File: config.mk
export PLATFORM = sky130hd
export DESIGN_NAME = jtag_config_engage_control
export DESIGN_NICKNAME = d
export VERILOG_FILES = /design/src/core/cfg_engage_pkg.sv /design/src/core/tap_fsm.sv /design/src/core/jtag_config_engage_control.sv
export SDC_FILE = /design/constraint.sdc
export NUM_CORES = 1
export LEC_CHECK = 0
export BUFFER_PORTS_ARGS = -buffer_cell sky130_fd_sc_hd__buf_4
export CAP_MARGIN = 40
export CORE_MARGIN = 10
export CORE_UTILIZATION = 55
export CTS_CLUSTER_DIAMETER = 40
export CTS_CLUSTER_SIZE = 16
export DETAILED_ROUTE_END_ITERATION = 16
export PLACE_DENSITY = 0.84
export RECOVER_POWER = 50
export SLEW_MARGIN = 20
export SYNTH_ARGS = -nofsm -noshare
export SYNTH_HDL_FRONTEND = slang
export SYNTH_SLANG_ARGS = --single-unit
File: constraint.sdc
create_clock -name aclk -period 4.3 [get_ports aclk]
set_input_delay 1.29 -clock aclk [delete_from_list [all_inputs] [get_ports aclk]]
set_output_delay 1.29 -clock aclk [all_outputs]
set_load 0.05 [all_outputs]
File: src/core/cfg_engage_pkg.sv
// constants, types and instruction codes for the test-port configuration engage control
package cfg_engage_pkg;

  // ==========================================================
  // instruction register
  localparam int         IR_W              = 10;
  localparam logic [9:0] INSTR_IO_CHAIN    = 10'h00d;
  localparam logic [9:0] INSTR_PULSE_RECFG = 10'h001;
  localparam logic [9:0] INSTR_IDLE_CTRL   = 10'h2d0;
  localparam logic [9:0] INSTR_RESUME_CTRL = 10'h2b0;
  localparam logic [9:0] INSTR_PROGRAM     = 10'h002;
  localparam logic [9:0] INSTR_CHECK       = 10'h004;
  localparam logic [9:0] INSTR_WAKEUP      = 10'h003;
  localparam logic [9:0] INSTR_BYPASS      = 10'h3ff;

  // ==========================================================
  // scheme select encoding
  localparam logic [1:0] SCHEME_SERIAL_PULL = 2'h0;
  localparam logic [1:0] SCHEME_WIDE_PULL   = 2'h1;
  localparam logic [1:0] SCHEME_SERIAL_PUSH = 2'h2;
  localparam logic [1:0] SCHEME_PARALLEL_PUSH = 2'h3;

  // ==========================================================
  // timing
  localparam int CLK_PERIOD_PS   = 4000;
  localparam int MIN_REQ_LOW_NS  = 500;
  localparam int MIN_REQ_LOW_CYC = (MIN_REQ_LOW_NS * 1000 + CLK_PERIOD_PS - 1) / CLK_PERIOD_PS;
  localparam int RECFG_PULSE_CYC = MIN_REQ_LOW_CYC;
  localparam int CNT_W           = 8;

  // ==========================================================
  // register map
  localparam logic [7:0] OFS_CONTROL = 8'h00;
  localparam logic [7:0] OFS_STATUS  = 8'h04;
  localparam logic [7:0] OFS_INSTR   = 8'h08;
  localparam int CTL_USER_MODE  = 0;
  localparam int CTL_POWERED_UP = 1;
  localparam logic [1:0] AXI_OKAY   = 2'h0;
  localparam logic [1:0] AXI_DECERR = 2'h3;

  typedef enum logic [3:0] {
    TAP_RESET, TAP_IDLE, TAP_SEL_DR, TAP_CAP_DR, TAP_SH_DR, TAP_EX1_DR, TAP_PAU_DR,
    TAP_EX2_DR, TAP_UPD_DR, TAP_SEL_IR, TAP_CAP_IR, TAP_SH_IR, TAP_EX1_IR, TAP_PAU_IR,
    TAP_EX2_IR, TAP_UPD_IR
  } tap_state_t;

endpackage

File: src/core/tap_fsm.sv
// boundary-scan state machine with instruction shift and update
`timescale 1ns/100ps
module tap_fsm
  import cfg_engage_pkg::*;
(
  input  wire logic            aclk,
  input  wire logic            aresetn,
  input  wire logic            tck_rise,
  input  wire logic            tms,
  input  wire logic            tdi,
  output logic      [IR_W-1:0] instr,
  output logic                 ir_update,
  output logic                 tap_reset
);

  tap_state_t            state;
  tap_state_t            next_state;
  logic       [IR_W-1:0] shift_ir;

  // ==========================================================
  // next state
  always_comb begin
    next_state = state;
    unique case (state)
      TAP_RESET:  next_state = tms ? TAP_RESET  : TAP_IDLE;
      TAP_IDLE:   next_state = tms ? TAP_SEL_DR : TAP_IDLE;
      TAP_SEL_DR: next_state = tms ? TAP_SEL_IR : TAP_CAP_DR;
      TAP_CAP_DR: next_state = tms ? TAP_EX1_DR : TAP_SH_DR;
      TAP_SH_DR:  next_state = tms ? TAP_EX1_DR : TAP_SH_DR;
      TAP_EX1_DR: next_state = tms ? TAP_UPD_DR : TAP_PAU_DR;
      TAP_PAU_DR: next_state = tms ? TAP_EX2_DR : TAP_PAU_DR;
      TAP_EX2_DR: next_state = tms ? TAP_UPD_DR : TAP_SH_DR;
      TAP_UPD_DR: next_state = tms ? TAP_SEL_DR : TAP_IDLE;
      TAP_SEL_IR: next_state = tms ? TAP_RESET  : TAP_CAP_IR;
      TAP_CAP_IR: next_state = tms ? TAP_EX1_IR : TAP_SH_IR;
      TAP_SH_IR:  next_state = tms ? TAP_EX1_IR : TAP_SH_IR;
      TAP_EX1_IR: next_state = tms ? TAP_UPD_IR : TAP_PAU_IR;
      TAP_PAU_IR: next_state = tms ? TAP_EX2_IR : TAP_PAU_IR;
      TAP_EX2_IR: next_state = tms ? TAP_UPD_IR : TAP_SH_IR;
      TAP_UPD_IR: next_state = tms ? TAP_SEL_DR : TAP_IDLE;
    endcase
  end

  always_ff @(posedge aclk) begin
    if (!aresetn) begin
      state <= TAP_RESET;
    end else if (tck_rise) begin
      state <= next_state;
    end
  end

  // ==========================================================
  // instruction shift, lsb first
  always_ff @(posedge aclk) begin
    if (!aresetn) begin
      shift_ir <= '0;
    end else if (tck_rise && state == TAP_CAP_IR) begin
      shift_ir <= INSTR_BYPASS;
    end else if (tck_rise && state == TAP_SH_IR) begin
      shift_ir <= {tdi, shift_ir[IR_W-1:1]};
    end
  end

  // new instruction becomes active leaving update-ir
  always_ff @(posedge aclk) begin
    if (!aresetn) begin
      instr     <= INSTR_BYPASS;
      ir_update <= 1'b0;
    end else begin
      ir_update <= tck_rise && state == TAP_UPD_IR;
      if (tck_rise && state == TAP_UPD_IR) begin
        instr <= shift_ir;
      end else if (tck_rise && next_state == TAP_RESET && state != TAP_RESET) begin
        instr <= INSTR_BYPASS;
      end
    end
  end

  always_ff @(posedge aclk) begin
    if (!aresetn) begin
      tap_reset <= 1'b0;
    end else begin
      tap_reset <= tck_rise && state != TAP_RESET && next_state == TAP_RESET;
    end
  end

endmodule

File: src/core/jtag_config_engage_control.sv
// test-port configuration engage control with axi4-lite status window
`timescale 1ns/100ps
module jtag_config_engage_control
  import cfg_engage_pkg::*;
(
  input  wire logic        aclk,
  input  wire logic        aresetn,
  input  wire logic        tck,
  input  wire logic        tms,
  input  wire logic        tdi,
  input  wire logic [1:0]  scheme_select,
  input  wire logic        reconfig_req_n,
  input  wire logic        program_done,
  output logic             io_chain_reload,
  output logic             user_io_hiz,
  output logic             serial_push_idle,
  output logic             parallel_push_idle,
  output logic             serial_push_resume,
  output logic             parallel_push_resume,
  output logic             reconfig_start,
  output logic             config_status_n_o,
  output logic             config_status_n_oe,
  input  wire logic [7:0]  s_axi_awaddr,
  input  wire logic        s_axi_awvalid,
  output logic             s_axi_awready,
  input  wire logic [31:0] s_axi_wdata,
  input  wire logic [3:0]  s_axi_wstrb,
  input  wire logic        s_axi_wvalid,
  output logic             s_axi_wready,
  output logic [1:0]       s_axi_bresp,
  output logic             s_axi_bvalid,
  input  wire logic        s_axi_bready,
  input  wire logic [7:0]  s_axi_araddr,
  input  wire logic        s_axi_arvalid,
  output logic             s_axi_arready,
  output logic [31:0]      s_axi_rdata,
  output logic [1:0]       s_axi_rresp,
  output logic             s_axi_rvalid,
  input  wire logic        s_axi_rready
);

  // ==========================================================
  // pin synchronisers, three stages, change when 2 and 3 agree
  logic [2:0] tck_s;
  logic [2:0] tms_s;
  logic [2:0] tdi_s;
  logic [2:0] req_s;
  logic       tck_q;
  logic       tms_q;
  logic       tdi_q;
  logic       req_q;

  always_ff @(posedge aclk) begin
    if (!aresetn) begin
      tck_s <= '0;
      tms_s <= 3'h7;
      tdi_s <= '0;
      req_s <= 3'h7;
    end else begin
      tck_s <= {tck_s[1:0], tck};
      tms_s <= {tms_s[1:0], tms};
      tdi_s <= {tdi_s[1:0], tdi};
      req_s <= {req_s[1:0], reconfig_req_n};
    end
  end

  always_ff @(posedge aclk) begin
    if (!aresetn) begin
      tck_q <= 1'b0;
      tms_q <= 1'b1;
      tdi_q <= 1'b0;
      req_q <= 1'b1;
    end else begin
      if (tck_s[1] == tck_s[2]) tck_q <= tck_s[2];
      if (tms_s[1] == tms_s[2]) tms_q <= tms_s[2];
      if (tdi_s[1] == tdi_s[2]) tdi_q <= tdi_s[2];
      if (req_s[1] == req_s[2]) req_q <= req_s[2];
    end
  end

  // tck edge from the filtered level; one aclk of lag is harmless at 160 ns
  logic tck_prev;
  logic tck_rise;

  always_ff @(posedge aclk) begin
    if (!aresetn) tck_prev <= 1'b0;
    else tck_prev <= tck_q;
  end
  assign tck_rise = tck_q && !tck_prev;

  // ==========================================================
  // test-port state machine
  logic [IR_W-1:0] instr;
  logic            ir_update;
  logic            tap_reset;

  tap_fsm u_tap (
    .aclk      (aclk),
    .aresetn   (aresetn),
    .tck_rise  (tck_rise),
    .tms       (tms_q),
    .tdi       (tdi_q),
    .instr     (instr),
    .ir_update (ir_update),
    .tap_reset (tap_reset)
  );

  // ==========================================================
  // software-set device state
  logic user_mode;
  logic powered_up;

  function automatic logic is_active(input logic [1:0] s);
    is_active = (s == SCHEME_SERIAL_PUSH) || (s == SCHEME_PARALLEL_PUSH);
  endfunction

  logic active_scheme;
  logic do_io_chain;
  logic do_pulse;
  logic do_idle;
  logic do_resume;

  assign active_scheme = is_active(scheme_select);
  assign do_io_chain   = ir_update && instr == INSTR_IO_CHAIN && powered_up;
  assign do_pulse      = ir_update && instr == INSTR_PULSE_RECFG;
  assign do_idle       = ir_update && instr == INSTR_IDLE_CTRL && active_scheme;
  assign do_resume     = ir_update && instr == INSTR_RESUME_CTRL;

  // ==========================================================
  // io setting chain: reload on update, tri-state while instruction active
  always_ff @(posedge aclk) begin
    if (!aresetn) begin
      io_chain_reload <= 1'b0;
      user_io_hiz     <= 1'b0;
    end else begin
      io_chain_reload <= do_io_chain;
      user_io_hiz     <= powered_up && instr == INSTR_IO_CHAIN;
    end
  end

  // status pin: only ever released, never driven low by the io chain
  assign config_status_n_o  = 1'b0;
  assign config_status_n_oe = 1'b0;

  // ==========================================================
  // controller idle and resume
  logic resumed;

  always_ff @(posedge aclk) begin
    if (!aresetn) begin
      serial_push_idle   <= 1'b0;
      parallel_push_idle <= 1'b0;
    end else if (do_idle) begin
      serial_push_idle   <= scheme_select == SCHEME_SERIAL_PUSH;
      parallel_push_idle <= scheme_select == SCHEME_PARALLEL_PUSH;
    end else begin
      if (do_resume || program_done || tap_reset) serial_push_idle <= 1'b0;
      if (do_resume || program_done) parallel_push_idle <= 1'b0;
    end
  end

  always_ff @(posedge aclk) begin
    if (!aresetn) begin
      serial_push_resume   <= 1'b0;
      parallel_push_resume <= 1'b0;
    end else begin
      serial_push_resume   <= serial_push_idle && !do_idle
                              && (do_resume || program_done || tap_reset);
      parallel_push_resume <= parallel_push_idle && !do_idle
                              && (do_resume || program_done);
    end
  end

  // once the resume instruction is seen the request pin is ignored
  always_ff @(posedge aclk) begin
    if (!aresetn) resumed <= 1'b0;
    else if (do_resume) resumed <= 1'b1;
  end

  // ==========================================================
  // request pin low-pulse qualification
  logic [CNT_W-1:0] low_cnt;
  logic             req_long;

  always_ff @(posedge aclk) begin
    if (!aresetn) begin
      low_cnt  <= '0;
      req_long <= 1'b0;
    end else if (req_q || resumed) begin
      low_cnt  <= '0;
      req_long <= 1'b0;
    end else if (low_cnt != CNT_W'(MIN_REQ_LOW_CYC - 1)) begin
      low_cnt <= low_cnt + CNT_W'(1);
    end else begin
      req_long <= 1'b1;
    end
  end

  logic pin_trigger;
  logic req_long_prev;

  always_ff @(posedge aclk) begin
    if (!aresetn) req_long_prev <= 1'b0;
    else req_long_prev <= req_long;
  end
  // active parallel controller stays idled across a pin request
  assign pin_trigger = req_long && !req_long_prev;

  // ==========================================================
  // reconfiguration trigger
  always_ff @(posedge aclk) begin
    if (!aresetn) begin
      reconfig_start <= 1'b0;
    end else begin
      reconfig_start <= do_pulse || do_resume || pin_trigger;
    end
  end

  // ==========================================================
  // axi4-lite slave: one write and one read at a time
  logic        aw_held;
  logic        w_held;
  logic [7:0]  aw_addr;
  logic [31:0] w_data;
  logic [3:0]  w_strb;

  assign s_axi_awready = !aw_held && !s_axi_bvalid;
  assign s_axi_wready  = !w_held && !s_axi_bvalid;

  always_ff @(posedge aclk) begin
    if (!aresetn) begin
      aw_held <= 1'b0;
      w_held  <= 1'b0;
      aw_addr <= '0;
      w_data  <= '0;
      w_strb  <= '0;
    end else if (aw_held && w_held) begin
      aw_held <= 1'b0;
      w_held  <= 1'b0;
    end else begin
      if (s_axi_awvalid && s_axi_awready) begin
        aw_held <= 1'b1;
        aw_addr <= s_axi_awaddr;
      end
      if (s_axi_wvalid && s_axi_wready) begin
        w_held <= 1'b1;
        w_data <= s_axi_wdata;
        w_strb <= s_axi_wstrb;
      end
    end
  end

  logic wr_ctl;

  assign wr_ctl = aw_held && w_held && aw_addr == OFS_CONTROL && w_strb[0];

  always_ff @(posedge aclk) begin
    if (!aresetn) begin
      user_mode  <= 1'b0;
      powered_up <= 1'b0;
    end else if (wr_ctl) begin
      user_mode  <= w_data[CTL_USER_MODE];
      powered_up <= w_data[CTL_POWERED_UP];   // io chain inert until set
    end
  end

  always_ff @(posedge aclk) begin
    if (!aresetn) begin
      s_axi_bvalid <= 1'b0;
      s_axi_bresp  <= AXI_OKAY;
    end else if (aw_held && w_held) begin
      s_axi_bvalid <= 1'b1;
      s_axi_bresp  <= (aw_addr == OFS_CONTROL) ? AXI_OKAY : AXI_DECERR;
    end else if (s_axi_bready) begin
      s_axi_bvalid <= 1'b0;
    end
  end

  assign s_axi_arready = !s_axi_rvalid;

  always_ff @(posedge aclk) begin
    if (!aresetn) begin
      s_axi_rvalid <= 1'b0;
      s_axi_rdata  <= '0;
      s_axi_rresp  <= AXI_OKAY;
    end else if (s_axi_arvalid && s_axi_arready) begin
      s_axi_rvalid <= 1'b1;
      s_axi_rresp  <= AXI_OKAY;
      unique case (s_axi_araddr)
        OFS_CONTROL: s_axi_rdata <= {30'h0, powered_up, user_mode};
        OFS_STATUS:  s_axi_rdata <= {25'h0, resumed, user_io_hiz, parallel_push_idle,
                                     serial_push_idle, scheme_select, req_q};
        OFS_INSTR:   s_axi_rdata <= {22'h0, instr};
        default: begin
          s_axi_rdata <= '0;
          s_axi_rresp <= AXI_DECERR;
        end
      endcase
    end else if (s_axi_rready) begin
      s_axi_rvalid <= 1'b0;
    end
  end

endmodule

==> results_dict.tcl <==
set metrics [dict create \
    status "completed" \
    synthArstFlopShare 0 \
    design.core.area_sq_um 6720 \
    reg2reg_slack_ns 2.19 \
    synth-main-ff-cell "dfxtp_1" \
    wl_um 8120 \
    wl_per_cell_um 14.6 \
    setup_ws_ns 1.37 \
    fin_crit_sh 0.681 \
    ctsResizeCount 0 \
    route.top_layer_used "met4" \
    hold_viol 0 \
    syn_to_final_growth_pct 13.3 \
    die_h_um 103 \
    worst_skew_pair.late_latency_ns 0.36 \
    design_area_sq_um 4280 \
    hpwl_um 5980 \
    vias 3076 \
    min_path_cells 1 \
    root_buffer "clkbuf_8" \
    yosys.area.top_type "dfxtp_1" \
    critPathRequiredTime_ns 4.58 \
    ios 116 \
    instances_no_fill 557 \
    arrival_ns 3.21 \
    cp_max_fo 36 \
    startpoint "aresetn" \
    gr-usage-all-layers 0.154 \
    drv_cap 0 \
    postRouteAntennaNets 0 \
    dpl.cell_count 541 \
    worstSetupPathType "input pin to register" \
    rows 30 \
    grt.overflow.total 0 \
    post-place-ws_ns 1.81 \
    p_total_mw 1.55 \
    die_x_um 103 \
    p_leak_nw 1.72 \
    grt_pass1_wl_um 13200 \
    ys_warn_count 0 \
    antenna_found_initial 0 \
    holdWs_ns 0.416 \
    synth_cells 431 \
    numCtsBuffers 9 \
    timing.fmax_mhz 342 \
    ctsHoldBuffers 0 \
    htreeDepth 3 \
    n_antenna_cell 0 \
    grt_start_max_net_pins 47 \
    clock_sinks 90 \
    fp.dieArea_sq_um 10600 \
    final_common_cell "dfxtp_1" \
    clkTransAtPathRegs_ns 0.09 \
    dpl_cell_area_sq_um 4100 \
    final_util 0.637 \
    syn_area_sq_um 3780 \
    path_cells "clkbuf_1 -> inv_1 -> or3_1 -> nor3_1" \
    peakVddDrop_uv 285 \
    grt_pass1_vias 2773 \
    wl_met3_um 664 \
    drt_iter0_drc 140 \
    worstMarginPinSlew_ns 1.46 \
    rsz0062_at_grt "no" \
    crit_end "low_cnt[6]" \
    skew_ns 0.00915 \
    wl_met2_um 4020 \
    start_util 0.562 \
    mostFrequentLayoutCells "90 x dfxtp_1, 59 x buf_4, 45 x nand2_1" \
    startpoint_type "input pin" \
    nets 540 \
    layout-drive-gt1-share 0.172 \
    clockBufferDepth 2 \
    slew_violations 0 \
    p_per_area_nw_per_um2 362 \
    fin_crit_ns 2.93 \
    dr.pass1.iters 4 \
    r2r_cells 4 \
    routed_via_density 5.52 \
    port_buffers 58 \
    synth_cell_type_count 54 \
    avgSynthCellArea_sq_um 8.76 \
    hp-class "register to register" \
    synthTopCellsByArea "dfxtp_1 48%, buf_4 5.6%, a21oi_1 5.4%" \
    maxSlewHeadroom 0.0291 \
    r2r_end "u_tap.shift_ir[6]" \
    ys_seq_elements 90 \
    drcViolationCount 0 \
    synth-edff-count 0 \
    setup_tns_ns 0 \
    critPathMaxStageDelay_ns 1.03 \
    r2r-start "tck_q" \
    cts_setup_buffers 0 \
    setup_viol 0 \
    place_congestion 0.854 \
    ys_seq_area_frac 0.477 \
    synth_top_area_frac 0.477 \
    slowest_stage "clkbuf_1" \
    wl_met1_um 3380 \
    endpoint_kind "register" \
    cts_tree "done" \
]
## cell usage after synthesis (2+ instances only)
cell / instances
a21oi_1: 41
a22o_1: 4
a311oi_1: 10
a31oi_1: 2
a32o_1: 2
and2_1: 10
and3_1: 2
and4_1: 2
buf_1: 2
buf_2: 6
buf_4: 28
clkbuf_1: 16
dfxtp_1: 90
ha_1: 2
inv_1: 21
mux2i_1: 11
nand2_1: 45
nand2b_1: 10
nand3_1: 11
nand3b_1: 2
nand4_1: 5
nand4b_1: 3
nor2_1: 31
nor2b_1: 7
nor3_1: 5
nor3b_1: 2
nor4_1: 5
o21a_1: 2
o21ai_0: 12
o22ai_1: 12
o2bb2ai_1: 2
or3_1: 2
xnor2_1: 4
xor2_1: 2
## where the power goes
part           internal, mW  switching [mW]
registers             0.849          0.0107
logic                0.0469           0.116
clock network         0.218           0.309
## metal layers
metal  vias to the layer above  track usage
met2                       105        0.261
met1                      1447        0.181
met5                         -            0
met3                         6       0.0496
met4                         0       0.0481
li1                       1518            -
## how the worst min path moves through the flow
stage | from | slack, ns | to
5_1_grt | req_s[0] | 0.44 | req_s[1]
3_3_place_gp | req_s[0] | 0.40 | req_s[1]
4_1_cts | req_s[0] | 0.42 | req_s[1]
6_report | req_s[0] | 0.42 | req_s[1]
2_1_floorplan | req_s[0] | 0.39 | req_s[1]
3_5_place_dp | req_s[0] | 0.40 | req_s[1]
## logic make-up after synthesis
logic type	share of synthesized area
xor+xnor	0.0139
compound gates	0.164
simple gates	0.205
fa+ha+maj	0.00663
flops	0.477
mux	0.0292
other cells	0.000993
buf+inv	0.104
## worst max-delay path, delay by kind of cell
family / cells / cell delay, ns
buffers and inverters: 2 / 1.16
and+or+nand+nor: 2 / 0.73
## flip-flops by register name, summed over array words and instances, names as in the netlist, 3 cells and up
name,flops
u_tap.state,4
tck_s,3
low_cnt,8
req_s,3
tdi_s,3
u_tap.instr,10
aw_addr,8
tms_s,3
u_tap.shift_ir,10
s_axi_rdata,10
## cell type report
class | instances | area, sq um
clock buffer | 9 | 124
clock inverter | 7 | 57.6
inverter | 21 | 78.8
tap | 80 | 100
timing repair buffer | 60 | 447
fill | 560 | 2440
sequential | 90 | 1800
multi-input combinational | 290 | 1670
Power figures use the tool's default switching activity.
